[src/cawd_pkg.sv]
// Constants shared by the counter array PWM and watchdog block
package cawd_pkg;
    // Bus and array sizing
    localparam int          ADDR_W     = 8;
    localparam int          DATA_W     = 8;
    localparam int          NCH        = 6;
    localparam int          WD_CH      = 5;
    // Register byte addresses
    localparam logic [7:0]  A_CTRL     = 8'h00;
    localparam logic [7:0]  A_MODE     = 8'h01;
    localparam logic [7:0]  A_PWMCFG   = 8'h02;
    localparam logic [7:0]  A_CNTL     = 8'h03;
    localparam logic [7:0]  A_CNTH     = 8'h04;
    localparam logic [7:0]  A_CMPL0    = 8'h08;
    localparam logic [7:0]  A_CMPH0    = 8'h09;
    localparam logic [7:0]  A_CHMODE0  = 8'h14;
    // Control register fields
    localparam int          CTL_CF     = 7;
    localparam int          CTL_CR     = 6;
    // Array mode register fields
    localparam int          MD_IDLE_SUSPEND_BIT    = 7;
    localparam int          MD_WATCHDOG_ENABLE_BIT    = 6;
    localparam int          MD_WATCHDOG_LOCK_BIT   = 5;
    localparam int          MD_CPS_LSB = 1;
    localparam int          MD_ECF     = 0;
    // PWM config register fields
    localparam int          CFG_RELOAD_VIEW_SELECT  = 7;
    localparam int          CFG_ECOV   = 6;
    localparam int          CFG_CYCLE_OVERFLOW_FLAG   = 5;
    localparam int          CFG_CL_LSB = 0;
    // Channel mode register fields
    localparam int          CM_PWM16   = 7;
    localparam int          CM_ECOM    = 6;
    localparam int          CM_MAT     = 3;
    localparam int          CM_PWM     = 1;
    // Reset values
    localparam logic        RST_WATCHDOG_ENABLE_BIT   = 1'b1;
    localparam logic [2:0]  RST_CPS    = 3'h0;
    localparam logic [15:0] RST_CNT    = 16'h0000;
    localparam logic [15:0] RST_CMP    = 16'h0000;
    localparam logic [7:0]  RST_MODE   = 8'h00;
    // Counter clock selections and prescale
    localparam logic [2:0]  CPS_DIV12  = 3'h0;
    localparam logic [2:0]  CPS_DIV4   = 3'h1;
    localparam logic [2:0]  CPS_SYS    = 3'h4;
    localparam logic [3:0]  DIV_LAST   = 4'hb;
    localparam logic [1:0]  DIV4_LAST  = 2'h3;
    // Cycle length codes
    localparam logic [1:0]  CL_8       = 2'h0;
    localparam logic [1:0]  CL_9       = 2'h1;
    localparam logic [1:0]  CL_10      = 2'h2;
endpackage : cawd_pkg

[src/cawd_top.sv]
// Counter array with 8 to 11 bit and 16 bit PWM channels and channel 5 watchdog
//
// Implementation choices: the address map and strobed register access.
`timescale 1ns/1ps
module cawd_top #(
    parameter int NCH = cawd_pkg::NCH
) (
    input  wire logic                        clk,
    input  wire logic                        reset,
    input  wire logic [cawd_pkg::ADDR_W-1:0] addr,
    input  wire logic [cawd_pkg::DATA_W-1:0] wdata,
    input  wire logic                        wr,
    input  wire logic                        rd,
    output logic      [cawd_pkg::DATA_W-1:0] rdata,
    input  wire logic                        ext_tick,
    input  wire logic                        cpu_idle,
    output logic      [NCH-1:0]              chan_out,
    output logic                             wd_reset
);

    // Mask of the counter bits that make one narrow PWM cycle
    function automatic logic [15:0] cycle_mask(input logic [1:0] cl);
        cycle_mask = (cl == cawd_pkg::CL_8)  ? 16'h00ff :
                     (cl == cawd_pkg::CL_9)  ? 16'h01ff :
                     (cl == cawd_pkg::CL_10) ? 16'h03ff : 16'h07ff;
    endfunction : cycle_mask

    // State
    logic [15:0]    cnt;
    logic [3:0]     div;
    logic           cf;
    logic           cr;
    logic [NCH-1:0] ccf;
    logic           idle_suspend_bit;
    logic           watchdog_enable_bit;
    logic           watchdog_lock_bit;
    logic [2:0]     cps;
    logic           ecf;
    logic           reload_view_select;
    logic           ecov;
    logic           cycle_overflow_flag;
    logic [1:0]     cycle_length_select;
    logic [7:0]     mode [NCH];
    logic [15:0]    cmp  [NCH];
    logic [15:0]    arl  [NCH];

    // Common decode
    wire            wd_en     = watchdog_enable_bit | watchdog_lock_bit;
    wire            wr_ctrl   = wr && addr == cawd_pkg::A_CTRL;
    wire            wr_mode   = wr && addr == cawd_pkg::A_MODE;
    wire            wr_cfg    = wr && addr == cawd_pkg::A_PWMCFG;
    wire            wr_cnt_lo = wr && addr == cawd_pkg::A_CNTL && !wd_en;
    wire            wr_cnt_hi = wr && addr == cawd_pkg::A_CNTH && !wd_en;
    wire [15:0]     mask      = cycle_mask(cycle_length_select);

    // Counter clock select and run control
    wire            pre_tick  = (cps == cawd_pkg::CPS_DIV12) ? (div == cawd_pkg::DIV_LAST) :
                                (cps == cawd_pkg::CPS_DIV4)  ? (div[1:0] == cawd_pkg::DIV4_LAST) :
                                (cps == cawd_pkg::CPS_SYS)   ? 1'b1 : ext_tick;
    wire            run       = cr | wd_en;
    wire            tick      = run && pre_tick && !(idle_suspend_bit && cpu_idle);
    wire [15:0]     next_cnt  = cnt + 16'h0001;
    wire            ovf16     = tick && cnt == 16'hffff;
    wire            ovf_n     = tick && (cnt & mask) == mask;
    wire            ovf_lo    = tick && cnt[7:0] == 8'hff;

    // Watchdog kick and trigger
    wire            wr_kick   = wr && wd_en && addr == cawd_pkg::A_CMPH0 + 8'(2 * cawd_pkg::WD_CH);
    wire [7:0]      kick_val  = cnt[15:8] + cmp[cawd_pkg::WD_CH][7:0];
    wire            wd_expire = wd_en && ovf_lo && cmp[cawd_pkg::WD_CH][15:8] == cnt[15:8];
    wire            wd_force  = wd_en && wr_ctrl && wdata[cawd_pkg::WD_CH];

    // Per-channel decode, compare and output logic
    logic [NCH-1:0] hit;
    logic [NCH-1:0] pwm_on;
    logic [NCH-1:0] narrow;
    logic [NCH-1:0] fall;
    logic [NCH-1:0] reload;
    logic [NCH-1:0] wr_lo;
    logic [NCH-1:0] wr_hi;
    logic [NCH-1:0] wr_cm;
    logic [NCH-1:0] ev_set;
    logic [7:0]     emode [NCH];
    logic [15:0]    rl_val [NCH];
    genvar g;
    generate
        for (g = 0; g < NCH; g++)
        begin : g_ch
            localparam logic [7:0] ALO = cawd_pkg::A_CMPL0 + 8'(2 * g);
            localparam logic [7:0] AHI = cawd_pkg::A_CMPH0 + 8'(2 * g);
            localparam logic [7:0] AMD = cawd_pkg::A_CHMODE0 + 8'(g);
            localparam bit         IS_WD = (g == cawd_pkg::WD_CH);
            wire [15:0] cur_cmp;
            // Channel 5 runs as a software timer under the watchdog
            assign emode[g]  = (IS_WD && wd_en) ? 8'h48 : mode[g];
            assign wr_lo[g]  = wr && addr == ALO;
            assign wr_hi[g]  = wr && addr == AHI;
            assign wr_cm[g]  = wr && addr == AMD && !(IS_WD && wd_en);
            assign pwm_on[g] = emode[g][cawd_pkg::CM_PWM];
            assign narrow[g] = pwm_on[g] && !emode[g][cawd_pkg::CM_PWM16];
            // 8-bit reloads low from high byte; longer lengths use auto-reload
            assign rl_val[g] = (cycle_length_select == cawd_pkg::CL_8) ? {cmp[g][15:8], cmp[g][15:8]} : arl[g];
            assign reload[g] = narrow[g] && ovf_n;
            assign cur_cmp   = reload[g] ? rl_val[g] : cmp[g];
            assign hit[g]    = tick && emode[g][cawd_pkg::CM_ECOM] &&
                               (narrow[g] ? (next_cnt & mask) == (cur_cmp & mask)
                                          : next_cnt == cmp[g]);
            assign fall[g]   = narrow[g] ? ovf_n : ovf16;
            assign ev_set[g] = hit[g] && emode[g][cawd_pkg::CM_MAT];
        end
    endgenerate

    // Read data selection
    logic [7:0] rmux;
    always_comb
    begin
        rmux = 8'h00;
        if (addr == cawd_pkg::A_CTRL)
            rmux = {cf, cr, 6'(ccf)};
        else if (addr == cawd_pkg::A_MODE)
            rmux = {idle_suspend_bit, watchdog_enable_bit, watchdog_lock_bit, 1'b0, cps, ecf};
        else if (addr == cawd_pkg::A_PWMCFG)
            rmux = {reload_view_select, ecov, cycle_overflow_flag, 3'h0, cycle_length_select};
        else if (addr == cawd_pkg::A_CNTL)
            rmux = cnt[7:0];
        else if (addr == cawd_pkg::A_CNTH)
            rmux = cnt[15:8];
        for (int i = 0; i < NCH; i++)
        begin
            if (addr == cawd_pkg::A_CMPL0 + 8'(2 * i))
                rmux = reload_view_select ? arl[i][7:0] : cmp[i][7:0];
            if (addr == cawd_pkg::A_CMPH0 + 8'(2 * i))
                rmux = reload_view_select ? arl[i][15:8] : cmp[i][15:8];
            if (addr == cawd_pkg::A_CHMODE0 + 8'(i))
                rmux = mode[i];
        end
    end

    // Read data valid only in the cycle after the strobe
    always_ff @(posedge clk)
    begin
        if (reset)
            rdata <= 8'h00;
        else
            rdata <= rd ? rmux : 8'h00;
    end

    // Prescaler and counter
    always_ff @(posedge clk)
    begin
        if (reset)
        begin
            div <= 4'h0;
            cnt <= cawd_pkg::RST_CNT;
        end
        else
        begin
            div <= (div == cawd_pkg::DIV_LAST) ? 4'h0 : div + 4'h1;
            cnt <= {wr_cnt_hi ? wdata : (tick ? next_cnt[15:8] : cnt[15:8]),
                    wr_cnt_lo ? wdata : (tick ? next_cnt[7:0] : cnt[7:0])};
        end
    end

    // Control and mode registers; hardware set wins over software clear
    always_ff @(posedge clk)
    begin
        if (reset)
        begin
            cf    <= 1'b0;
            cr    <= 1'b0;
            ccf   <= '0;
            idle_suspend_bit  <= 1'b0;
            watchdog_enable_bit  <= cawd_pkg::RST_WATCHDOG_ENABLE_BIT;
            watchdog_lock_bit <= 1'b0;
            cps   <= cawd_pkg::RST_CPS;
            ecf   <= 1'b0;
        end
        else
        begin
            cf  <= (wr_ctrl ? wdata[cawd_pkg::CTL_CF] : cf) | ovf16;
            cr  <= wr_ctrl ? wdata[cawd_pkg::CTL_CR] : cr;
            ccf <= (wr_ctrl ? wdata[NCH-1:0] : ccf) | ev_set;
            if (wr_mode)
            begin
                watchdog_enable_bit  <= wdata[cawd_pkg::MD_WATCHDOG_ENABLE_BIT];
                watchdog_lock_bit <= watchdog_lock_bit | wdata[cawd_pkg::MD_WATCHDOG_LOCK_BIT];
                ecf   <= wdata[cawd_pkg::MD_ECF];
                if (!wd_en)
                begin
                    idle_suspend_bit <= wdata[cawd_pkg::MD_IDLE_SUSPEND_BIT];
                    cps  <= wdata[cawd_pkg::MD_CPS_LSB +: 3];
                end
            end
        end
    end

    // PWM configuration register
    always_ff @(posedge clk)
    begin
        if (reset)
        begin
            reload_view_select <= 1'b0;
            ecov  <= 1'b0;
            cycle_overflow_flag  <= 1'b0;
            cycle_length_select <= cawd_pkg::CL_8;
        end
        else
        begin
            cycle_overflow_flag <= (wr_cfg ? wdata[cawd_pkg::CFG_CYCLE_OVERFLOW_FLAG] : cycle_overflow_flag) | ovf_n;
            if (wr_cfg)
            begin
                reload_view_select <= wdata[cawd_pkg::CFG_RELOAD_VIEW_SELECT];
                ecov  <= wdata[cawd_pkg::CFG_ECOV];
                cycle_length_select <= wdata[cawd_pkg::CFG_CL_LSB +: 2];
            end
        end
    end

    // Channel registers and outputs
    always_ff @(posedge clk)
    begin
        if (reset)
        begin
            chan_out <= '0;
            for (int i = 0; i < NCH; i++)
            begin
                mode[i] <= cawd_pkg::RST_MODE;
                cmp[i]  <= cawd_pkg::RST_CMP;
                arl[i]  <= cawd_pkg::RST_CMP;
            end
        end
        else
        begin
            for (int i = 0; i < NCH; i++)
            begin
                if (wr_cm[i])
                    mode[i] <= wdata;
                else if (wr_lo[i])
                    mode[i][cawd_pkg::CM_ECOM] <= 1'b0;
                else if (wr_hi[i])
                    mode[i][cawd_pkg::CM_ECOM] <= 1'b1;
                if (wr_lo[i] && reload_view_select)
                    arl[i][7:0] <= wdata;
                if (wr_hi[i] && reload_view_select)
                    arl[i][15:8] <= wdata;
                if (i == cawd_pkg::WD_CH && wr_kick)
                    cmp[i][15:8] <= kick_val;
                else if (wr_hi[i] && !reload_view_select)
                    cmp[i][15:8] <= wdata;
                else if (reload[i])
                    cmp[i][15:8] <= rl_val[i][15:8];
                if (wr_lo[i] && !reload_view_select)
                    cmp[i][7:0] <= wdata;
                else if (reload[i])
                    cmp[i][7:0] <= rl_val[i][7:0];
                // Match rises the output, overflow drops it
                if (!pwm_on[i] || !emode[i][cawd_pkg::CM_ECOM])
                    chan_out[i] <= 1'b0;
                else if (hit[i])
                    chan_out[i] <= 1'b1;
                else if (fall[i])
                    chan_out[i] <= 1'b0;
            end
        end
    end

    // Watchdog reset pulse
    always_ff @(posedge clk)
    begin
        if (reset)
            wd_reset <= 1'b0;
        else
            wd_reset <= wd_expire | wd_force;
    end
endmodule : cawd_top

[config.mk]
export PLATFORM = sky130hd
export DESIGN_NAME = cawd_top
export DESIGN_NICKNAME = d
export VERILOG_FILES = /design/src/cawd_pkg.sv /design/src/cawd_top.sv
export SDC_FILE = /design/constraint.sdc
export NUM_CORES = 1
export LEC_CHECK = 0
export ABC_CLOCK_PERIOD_IN_PS = 8400
export BUFFER_PORTS_ARGS = -buffer_cell sky130_fd_sc_hd__buf_2
export CAP_MARGIN = 20
export CORE_ASPECT_RATIO = 1.1
export CORE_MARGIN = 2
export CORE_UTILIZATION = 55
export DETAILED_ROUTE_END_ITERATION = 7
export GPL_TIMING_DRIVEN = 0
export PLACE_DENSITY_LB_ADDON = 0.15
export REMOVE_ABC_BUFFERS = 1
export SLEW_MARGIN = 20
export SYNTH_ARGS = -nofsm -noshare
export SYNTH_HDL_FRONTEND = slang
export SYNTH_SLANG_ARGS = --single-unit
export TNS_END_PERCENT = 5
[constraint.sdc]
create_clock -name clk -period 8.4 [get_ports clk]
set_clock_uncertainty 0.1 [all_clocks]
set_input_delay 0 -clock clk [delete_from_list [all_inputs] [get_ports clk]]
set_output_delay 0 -clock clk [all_outputs]
set_load 0.02 [all_outputs]
==> results.py <==
metrics = {
    "synthesis": {
        "ys_seq_elements": 295,
        "synth_cell_type_count": 95,
        "synth-edff-count": 240,
        "postSynthCellCount": 2280,
        "yosysWarnings": 0,
        "synthFlopType": "edfxtp_1",
        "ys_seq_area_frac": 0.409,
        "syn_area_um2": 20300,
        "synthArstFlopShare": 0,
        "syn_area_per_cell_um2": 8.92,
    },
    "routing": {
        "drc_errors": 0,
        "drt-pass1-iter-count": 6,
        "drt_wl_total_um": 85900,
        "avgViaCountPerCell": 7.18,
        "dr_total_vias": 19400,
        "drt_iter0_drc": 3048,
        "antenna_left": 0,
        "wl_per_cell_um": 31.8,
    },
    "timing": {
        "period_minus_slack_ps": 5910,
        "fin_ws_ps": 2490,
        "post-route-period-util": 0.704,
        "hold_ws_ps": 36.3,
        "worstMarginPinSlew_ps": 1270,
        "slew-limit-headroom": 0.128,
        "hold_viol": 0,
        "rsz0062_at_grt": "no",
        "setup_viol": 0,
        "fmax_mhz": 169,
        "drv_slew": 0,
    },
    "setup_path": {
        "crit_path_end_kind": "flop",
        "arrival_ps": 6300,
        "cp.required_ps": 8790,
        "path_max_fanout": 24,
        "critPathLaunchType": "flop",
        "path_class": "reg -> reg",
    },
    "clocking": {
        "cts_resized": 0,
        "cts.sinks": 295,
        "clk_pin_slew_worst_paths_ps": 60,
        "htreeDepth": 2,
        "root_buffer": "clkbuf_16",
        "cts_buffers": 35,
        "cts_tree": "built",
        "ctsLongestPathBuffers": 3,
        "cts_hold_buf": 6,
        "cts_setup_buffers": 0,
        "clk_latency_ps": 570,
    },
    "pwr": {
        "p_clk_frac": 0.458,
        "p_switching_uw": 928,
        "vdd_drop_max_mv": 0.190,
        "p_per_area_nw_per_um2": 164,
        "p_seq_frac": 0.463,
        "switching_share": 0.254,
        "combinationalPowerShare": 0.079,
        "p_int_uw": 2720,
        "leakagePower_uw": 0.00770,
    },
    "hold_path": {
        "hold_path_class": "in -> reg",
    },
    "global_route": {
        "grt_max_degree": 101,
        "grt_pass1_vias": 18300,
        "grt_pass1_wl_um": 124000,
        "track_usage": 0.442,
        "grt_antenna_before_repair": 0,
        "grt_remaining_overflow": 0,
    },
    "cells_and_area": {
        "final_core_util": 0.615,
        "layout.cells.most_common_list": "240 x edfxtp_1, 227 x a21oi_1, 211 x nor2_1",
        "layout.nets": 2221,
        "area_growth_pct": 9.71,
        "final_common_cell": "edfxtp_1",
        "fillers": 3132,
        "layout-drive-gt1-share": 0.0926,
    },
    "floorplan": {
        "die_area_um2": 38500,
        "die_w_um": 187,
        "die_y_um": 206,
        "core.rowCount": 73,
        "io_pins": 37,
        "core-area_um2": 36300,
        "initial_core_util": 0.561,
    },
    "placed_design": {
        "portBuffers": 36,
        "gp_congestion": 1.06,
        "place_ws_ps": 2990,
        "hpwl_um": 58700,
    },
    "job": {
        "cap_violations": 0,
    },
    "run_status": {
        "run_status": "finished, final reports clean",
    },
}
==> flip-flops by register name, summed over array words and instances (netlist names), 2 cells and up, named ones only <==
register             count
cmp                     91
arl                     96
cycle_length_select      2
ccf                      6
cps                      3
div                      4
chan_out                 6
rdata                    8
cnt                     16
mode                    48
==> worst paths after layout <==
path                              start         end  slack (ps)  depth (start not counted)
worst max-delay path             cnt[0]      ccf[3]        2490                         11
worst min-delay path            addr[7]  mode[4][5]          40                          4
worst max register to register   cnt[0]      ccf[3]        2490                         11
worst min register to register   div[0]      div[0]         360                          1
==> cell type report <==
cell class              count  area [µm²]  area share
flip-flops and latches    295        8310       0.373
clock buffers              44         972      0.0436
multi-input cells        1760       11300       0.508
inverters                  25        93.8     0.00421
diodes                      1        2.50    0.000112
clock inverters            19         246      0.0110
repair buffers             72         747      0.0335
well taps                 487         609      0.0273
==> routing by layer <==
| layer | routed length [µm] | GRT usage |
|---|---|---|
| met1 | 32500 | 0.589 |
| met2 | 35500 | 0.641 |
| met3 | 11000 | 0.102 |
| met4 | 6840 | 0.306 |
| met5 | 0 | 0 |
==> synth_stat cells (24+ instances only) <==
library cell	n	area share
a211oi_1	31	0.011
a21oi_1	228	0.056
and2_1	78	0.024
and3_1	91	0.028
clkbuf_1	149	0.028
dfxtp_1	55	0.054
edfxtp_1	240	0.35
mux2_2	25	0.014
mux2i_1	127	0.063
nand2_1	176	0.032
nand3_1	52	0.013
nand4_1	24	0.0074
nor2_1	217	0.040
nor3_1	112	0.028
nor4_1	27	0.0083
o21ai_0	85	0.021
xnor2_1	107	0.046
xor2_1	40	0.017
==> per-stage QoR <==
stage	power [µW]	setup TNS, ps	instances	cell area [µm²]
floorplan	1830	0	2080	19500
global placement	1980	-196110	2603	20300
detailed placement	1990	0	2630	21000
CTS	3630	0	2699	22200
global route	3700	0	2702	22300
finish	3650	0	2703	22300
==> cell families after synthesis <==
| group | count (synthesis) | share of synthesized area |
|---|---|---|
| adders and majority gates | 10 | 0.00652 |
| buffers and inverters | 225 | 0.0451 |
| DFF | 295 | 0.409 |
| and+or+nand+nor | 881 | 0.219 |
| AOI/OAI and AO/OA | 563 | 0.174 |
| xor gates and xnor gates | 152 | 0.0688 |
| muxes | 154 | 0.0786 |
==> critical path, cell delays in order, from the launching register on <==
cell and delay (ps):
dfxtp_2 910, ha_1 560, and4_4 360, nand2_2 290
nor3_2 950, nand3_2 800, mux2_2 520, xnor2_1 190
nand4_1 120, o32ai_1 390, nand4_1 370, a21oi_1 250
==> power by group through the flow <==
stage	registers [µW]	clock network, µW	logic, µW
after floorplan	1690	0	141
after global routing	1690	1710	299
after CTS	1690	1660	273
after global placement	1720	0	261
final	1690	1670	287
after detailed placement	1720	0	269
Note: power is estimated with default switching activity, not from simulation.
